$ cat src/inc/spc_params.svh
// offsets, field positions, reset values and masks of the port command register block
`ifndef SPC_PARAMS_SVH
`define SPC_PARAMS_SVH

`define SPC_ADDR_W     4
`define SPC_OFF_CMD    4'h4
`define SPC_OFF_EVT    4'h8
`define SPC_OFF_MSK    4'hc

`define SPC_CMD_W      16
`define SPC_CMD_RESET  16'h0000
`define SPC_CMD_WMASK  16'h0547
`define SPC_BIT_IO     0
`define SPC_BIT_MEM    1
`define SPC_BIT_BM     2
`define SPC_BIT_PAR    6
`define SPC_BIT_ERR    8
`define SPC_BIT_INTD   10

`define SPC_EVT_W      3
`define SPC_EVT_RESET  3'h0
`define SPC_MSK_RESET  3'h0
`define SPC_EVT_PAR    0
`define SPC_EVT_SYS    1
`define SPC_EVT_UR     2

`endif

$ cat src/inc/spc_pkg.sv
// types shared by the port command register block
`include "spc_params.svh"
package spc_pkg;

   // one transaction request seen by the port
   typedef struct packed {
      logic valid;
      logic is_io;
      logic posted;
   } spc_req_t;

   // one-cycle decisions of the gating logic
   typedef struct packed {
      logic pri_accept;
      logic pri_ignore;
      logic up_fwd;
      logic ur_cpl;
      logic ur_drop;
      logic par_act;
      logic err_msg;
      logic intx_own;
      logic intx_fwd;
   } spc_gate_out_t;

   // whole state of the gating module
   typedef struct packed {
      spc_gate_out_t gout;
   } spc_gate_st_t;

   // whole state of the register block
   typedef struct packed {
      logic                  ack;
      logic [31:0]           rdata;
      logic [`SPC_CMD_W-1:0] cmd;
      logic [`SPC_EVT_W-1:0] evt;
      logic [`SPC_EVT_W-1:0] msk;
   } spc_regs_t;

endpackage

$ cat src/hdl/spc_gate.sv
// gating of port traffic, error handling and interrupt messages by the command bits
`timescale 1ns/1ps
`include "spc_params.svh"
module spc_gate
   import spc_pkg::*;
(
   input  wire logic                  core_clk,
   input  wire logic                  rst_n,
   input  wire logic [`SPC_CMD_W-1:0] cmd,
   input  wire spc_req_t              pri_req,
   input  wire spc_req_t              dn_req,
   input  wire logic                  par_err,
   input  wire logic                  err_det,
   input  wire logic                  intx_req,
   input  wire logic                  intx_dn,
   output spc_gate_out_t              gout
);

   spc_gate_st_t st_q;
   spc_gate_st_t st_d;
   logic         pri_en;

   // primary side answers only for the enabled space
   assign pri_en = pri_req.is_io ? cmd[`SPC_BIT_IO] : cmd[`SPC_BIT_MEM];

   // every decision is a registered one-cycle pulse
   always_comb begin
      st_d = '0;
      st_d.gout.pri_accept = pri_req.valid & pri_en;
      st_d.gout.pri_ignore = pri_req.valid & ~pri_en;
      // upstream forwarding needs bus master on
      st_d.gout.up_fwd = dn_req.valid & cmd[`SPC_BIT_BM];
      // rejected non-posted requests get an unsupported request completion
      st_d.gout.ur_cpl = dn_req.valid & ~cmd[`SPC_BIT_BM] & ~dn_req.posted;
      // rejected posted requests have nobody to answer, they are dropped
      st_d.gout.ur_drop = dn_req.valid & ~cmd[`SPC_BIT_BM] & dn_req.posted;
      // parity errors are simply ignored while the response bit is clear
      st_d.gout.par_act = par_err & cmd[`SPC_BIT_PAR];
      st_d.gout.err_msg = err_det & cmd[`SPC_BIT_ERR];
      st_d.gout.intx_own = intx_req & ~cmd[`SPC_BIT_INTD];
      // forwarded messages never look at the disable bit
      st_d.gout.intx_fwd = intx_dn;
   end

   always_ff @(posedge core_clk) begin
      if (!rst_n) begin
         st_q <= '0;
      end else begin
         st_q <= st_d;
      end
   end

   assign gout = st_q.gout;

endmodule

$ cat src/hdl/spc_top.sv
// command register of one switch port: avalon slave, event flags, interrupt and gating
//
// The implementer's own choice: register access over Avalon-MM.
`timescale 1ns/1ps
// How it works
// - I/O enable bit 0, clear after reset, decides if primary I/O requests are answered.
// - Memory enable bit 1, clear after reset, gates answers to primary memory requests.
// - Bus master bit 2 clear: no upstream requests, downstream ones are unsupported.
// - Each rejected non-posted downstream request gets an unsupported request completion; ignored primary requests get none.
// - With bus master bit 2 set, memory and I/O requests are forwarded upstream.
// - Parity response bit 6 enables normal parity error handling; clear means ignore.
// - Error reporting bit 8, clear after reset, gates fatal and non-fatal error reports.
// - Interrupt disable bit 10 is writable, resets to zero and blocks the port's own INTx.
// - INTx messages forwarded from below pass whatever interrupt disable says.
// - Bits 3, 4, 5, 7 and 9 are read-only zero and ignore writes.
// - The parity error flag is never set while parity response bit 6 is clear.
// - The system error flag is set when an error message is sent with bit 8 set.
`include "spc_params.svh"
module spc_top
   import spc_pkg::*;
(
   input  wire logic                  core_clk,
   input  wire logic                  rst_n,
   input  wire logic [`SPC_ADDR_W-1:0] avs_address,
   input  wire logic                  avs_read,
   input  wire logic                  avs_write,
   input  wire logic [31:0]           avs_writedata,
   input  wire logic [3:0]            avs_byteenable,
   output logic [31:0]                avs_readdata,
   output logic                       avs_waitrequest,
   input  wire spc_req_t              pri_req,
   input  wire spc_req_t              dn_req,
   input  wire logic                  par_err,
   input  wire logic                  err_det,
   input  wire logic                  intx_req,
   input  wire logic                  intx_dn,
   output spc_gate_out_t              gout,
   output logic [`SPC_CMD_W-1:0]      cmd_o,
   output logic                       irq
);

   spc_regs_t             st_q;
   spc_regs_t             st_d;
   logic                  req;
   logic                  commit;
   logic [31:0]           wmask;
   logic [31:0]           wbits;
   logic [31:0]           rd_val;
   logic [`SPC_EVT_W-1:0] ev_set;
   logic [`SPC_EVT_W-1:0] ev_clr;
   logic [15:0]           wd_lo;
   logic [31:0]           cmd_mrg;

   // byte enables widened to a bit mask
   function automatic logic [31:0] be_mask(input logic [3:0] be);
      logic [31:0] m;
      m = '0;
      for (int i = 0; i < 4; i++) begin
         m[i*8 +: 8] = {8{be[i]}};
      end
      return m;
   endfunction

   // register decode of one word offset
   function automatic logic hit(input logic [`SPC_ADDR_W-1:0] a,
                                input logic [`SPC_ADDR_W-1:0] off);
      return a == off;
   endfunction

   // masked merge of write data into a stored value
   function automatic logic [31:0] merge(input logic [31:0] old,
                                         input logic [31:0] wd,
                                         input logic [31:0] m);
      return (old & ~m) | (wd & m);
   endfunction

   // bus handshake: one wait cycle, then the request is taken
   assign req             = avs_read | avs_write;
   assign commit          = avs_write & st_q.ack;
   assign avs_waitrequest = req & ~st_q.ack;
   assign avs_readdata    = st_q.rdata;
   assign wmask           = be_mask(avs_byteenable);
   assign wbits           = avs_writedata & wmask;
   assign wd_lo           = avs_writedata[15:0];

   // masked command write; read-only and reserved bits are forced back to zero
   assign cmd_mrg = merge({16'h0, st_q.cmd}, avs_writedata, wmask)
                    & {16'h0, `SPC_CMD_WMASK};

   // read mux; status half of the command dword and unmapped words read zero
   always_comb begin
      rd_val = '0;
      if (hit(avs_address, `SPC_OFF_CMD)) begin
         rd_val[15:0] = st_q.cmd & `SPC_CMD_WMASK;
      end else if (hit(avs_address, `SPC_OFF_EVT)) begin
         rd_val[`SPC_EVT_W-1:0] = st_q.evt;
      end else if (hit(avs_address, `SPC_OFF_MSK)) begin
         rd_val[`SPC_EVT_W-1:0] = st_q.msk;
      end
   end

   // event sources; the parity flag also checks the live enable so that a
   // late clear of bit 6 cannot let one pulse in
   assign ev_set[`SPC_EVT_PAR] = gout.par_act & st_q.cmd[`SPC_BIT_PAR];
   assign ev_set[`SPC_EVT_SYS] = gout.err_msg & st_q.cmd[`SPC_BIT_ERR];
   assign ev_set[`SPC_EVT_UR]  = gout.ur_cpl;
   assign ev_clr = (commit && hit(avs_address, `SPC_OFF_EVT)) ?
                   wbits[`SPC_EVT_W-1:0] : '0;

   // next state of the whole register block
   always_comb begin
      st_d     = st_q;
      st_d.ack = req & ~st_q.ack;
      if (req && !st_q.ack) begin
         st_d.rdata = rd_val;
      end
      if (commit && hit(avs_address, `SPC_OFF_CMD)) begin
         // only the low half holds the command; the upper half is the status half
         st_d.cmd = cmd_mrg[`SPC_CMD_W-1:0];
      end
      if (commit && hit(avs_address, `SPC_OFF_MSK)) begin
         st_d.msk = wbits[`SPC_EVT_W-1:0] |
                    (st_q.msk & ~wmask[`SPC_EVT_W-1:0]);
      end
      // a set in the clearing cycle wins
      st_d.evt = (st_q.evt & ~ev_clr) | ev_set;
   end

   // synchronous reset to the documented clear state
   always_ff @(posedge core_clk) begin
      if (!rst_n) begin
         st_q <= '{ack: 1'b0, rdata: 32'h0000_0000, cmd: `SPC_CMD_RESET,
                   evt: `SPC_EVT_RESET, msk: `SPC_MSK_RESET};
      end else begin
         st_q <= st_d;
      end
   end

   assign cmd_o = st_q.cmd;
   // level interrupt, high while any unmasked flag stands
   assign irq   = |(st_q.evt & st_q.msk);

   // gating of the port's traffic by the stored command bits
   spc_gate u_gate (
      .core_clk (core_clk),
      .rst_n    (rst_n),
      .cmd      (st_q.cmd),
      .pri_req  (pri_req),
      .dn_req   (dn_req),
      .par_err  (par_err),
      .err_det  (err_det),
      .intx_req (intx_req),
      .intx_dn  (intx_dn),
      .gout     (gout)
   );
endmodule

$ cat config.mk
export PLATFORM = sky130hd
export DESIGN_NAME = spc_top
export DESIGN_NICKNAME = d
export VERILOG_FILES = /design/src/inc/spc_pkg.sv /design/src/hdl/spc_gate.sv /design/src/hdl/spc_top.sv
export VERILOG_INCLUDE_DIRS = /design/src /design/src/inc
export SDC_FILE = /design/constraint.sdc
export NUM_CORES = 1
export LEC_CHECK = 0
export BUFFER_PORTS_ARGS = -buffer_cell sky130_fd_sc_hd__clkbuf_2
export CAP_MARGIN = 20
export CORE_MARGIN = 10
export CORE_UTILIZATION = 40
export DETAILED_ROUTE_END_ITERATION = 12
export PLACE_DENSITY_LB_ADDON = 0.08
export SYNTH_ARGS = -nofsm -noshare
export SYNTH_HDL_FRONTEND = slang
export SYNTH_SLANG_ARGS = --single-unit
$ cat constraint.sdc
create_clock -name core_clk -period 1.5 [get_ports core_clk]
set_input_delay 0.225 -clock core_clk [delete_from_list [all_inputs] [get_ports core_clk]]
set_output_delay 0.225 -clock core_clk [all_outputs]
set_load 0.01 [all_outputs]
==> results.md <==
* Fmax achieved at 707 MHz
* Combinational power share at 0.125
* Net Switching at 0.000355 W
* Initial Utilization at 0.409
* CP top delay family: compound AO/OA/AOI/OAI gates
* Dpl hpwl at 2.92 mm
* Final setup fails at 0
* Maximum vdd drop at 257 uV
* Status: complete, no violations
* RSZ-0062 raised after global routing: no
* Iter 0 DRT Violations at 50
* Full die area at 0.00652 mm2
* Setup crit end kind: output port
* Setup TNS at 0 ns
* Number of synthesis warnings at 0
* EDFF count, synth at 0
* ANT cells at 0
* Seq pwr share at 0.542
* Die height at 80.7 um
* H-tree levels at 1
* Avg Cell Area, Syn at 8.94 um2
* GR Overflow Total at 0
* Final instance area at 0.00160 mm2
* CP cell instances: a222oi_1, inv_1, clkbuf_2
* TritonCTS Buffers at 3
* Synth top area cells: dfxtp_1, buf_4, mux2i_1
* Clock sink count at 28
* Slew Limit Headroom at 0.647
* Area Overhead vs Synth at 8.57%
* Most frequent cells after synthesis: buf_4, dfxtp_1, nand2_1
* DRT Wirelength at 3.47 mm
* Tot GR Track Use at 0.100
* Hold Crit Class: input port to flip-flop
* Dominant cell by count in the synthesized netlist: buf_4
* Sw Ratio at 0.253
* Via Count at 1118
* Number of synthesized register bits at 28
* Largest net degree at the start of global routing at 30
* Routed len/inst at 13.9 um
* MaxCap Viol Count at 0
* Skew-Pair Late Insertion Delay at 0.27 ns
* Row count at 22
* Max incr delay on CP at 0.37 ns
* Post-CTS Resized at 0
* Setup CP Type: flip-flop to output port
* CTS hold repair buffers at 0
* Total Power at 0.00140 W
* Top cell type's share of synthesized area at 0.380
* Crit start category: flip-flop
* Initial antenna violation count at 0
* Placed inst area at 0.00155 mm2
* Slowest cell on crit path: a222oi_1
* Most common flop cell mapped by yosys: dfxtp_1
* Vias per cell at 4.49
* Clock buffer depth at 2
* FF/Latch Area at 561 um2
* Layout Nets at 256
* Area of the mapped netlist at 0.00148 mm2
* Pre-antenna DRT Iters at 4
* Number of port buffers at 46
* Async S/R FF share, synth at 0
* Multi-input combinational cell area at 654 um2
* Root Buffer: clkbuf_8
* Clk pwr share at 0.333
* Power density over the cells at 877 mW/mm2
* Least-Margin Pin Slew at 0.529 ns
* Final hold vios at 0
* Clock skew at 0.00222 ns
* DRC Markers at 0
* Final slew viol count at 0
* Netlist cell types at 28
* Clock-pin slew on the worst setup and hold paths at 0.09 ns
* Worst Hold Margin at 0.112 ns
* Core footprint at 0.00361 mm2
* Placer Congestion at 0.785
* P_leak at 0.799 nW
* Fillcell total at 383
* CTS tree: built
* Layout cells sized above 1 at 0.308
* Critical-path maximum fanout at 3
* Sequential fraction of the synthesis area at 0.380
* Syn Inst Count at 165
* Worst path buffer plus inverter count at 2
* Vias in the first global route at 1097
* Synth area leader: dfxtp_1
* Die X at 80.7 um
* Setup Fix Bufs, Post-CTS at 0
* Arrival @ worst endpoint at 1.19 ns
* First-pass GRT wire length at 5.26 mm
* Period utilisation layout at 0.943
* Final Util at 0.444
* Min cycle time layout at 1.41 ns
* DRT antenna net count at 0
* Boundary Pins at 113
* Critical Path RT at 1.27 ns
* Internal at 0.00105 W
## cell usage in the layout, fill, tap and decap left out, types with 4 or more instances in the layout
| master | synthesis | final |
|---|---|---|
| mux2i_1 | 10 | 10 |
| and3_1 | 5 | 5 |
| conb_1 | 1 | 36 |
| dfxtp_1 | 28 | 28 |
| nand3_1 | 8 | 8 |
| nand2_1 | 24 | 24 |
| clkbuf_2 | 1 | 46 |
| buf_4 | 48 | 4 |
| clkbuf_8 | 0 | 4 |
| o21ai_0 | 4 | 4 |
## final timing paths
kind | start | slack [ns] | cells after the start | to
setup / recovery | st_q[3] | 0.09 | 3 | irq
hold / removal | dn_req[0] | 0.11 | 2 | u_gate.gout[5]
setup reg to reg | st_q[54] | 0.25 | 3 | flip-flop
hold reg to reg | flip-flop | 0.47 | 1 | u_gate.gout[1]
## stage by stage
stage               setup WS [ns]  std cells
floorplan                   0.347        200
global placement            0.107        245
detailed placement         0.0805        245
CTS                        0.0693        249
global route               0.0401        249
finish                     0.0860        249
## cell families after synthesis
kind of cell           after synthesis  synth area share
multiplexers                        10            0.0679
other                                1           0.00254
AND/OR/NAND/NOR                     50             0.182
flip-flops                          28             0.380
buffers and inverters               56             0.265
AO/OA/AOI/OAI                       20             0.103
## worst register-to-register path, stage by stage, from the launching register on
cell and delay [ns]:
dfxtp_1 0.34, and3_1 0.26, and2_1 0.35, mux2i_1 0.23
## power by group through the flow
stage                     clock [W]  sequential (W)  combinational [W]
after floorplan                   0        0.000781           0.000170
after global placement            0        0.000779           0.000169
after detailed placement          0        0.000779           0.000171
after CTS                  0.000482        0.000762           0.000172
after global routing       0.000509        0.000764           0.000195
final                      0.000468        0.000761           0.000175
## final cells by class
type                       count  share of cell area
timing repair buffer          50               0.162
clock buffer                   4              0.0344
multi-input combinational    116               0.409
inverter                       3             0.00703
sequential                    28               0.350
tap                           48              0.0375
## metal layers
metal  part of all wire  track usage
met3               0.11       0.0353
met4              0.015       0.0415
met1               0.40        0.118
met5                  0            0
met2               0.47        0.162
No activity file was read; power rests on OpenSTA's default activity.
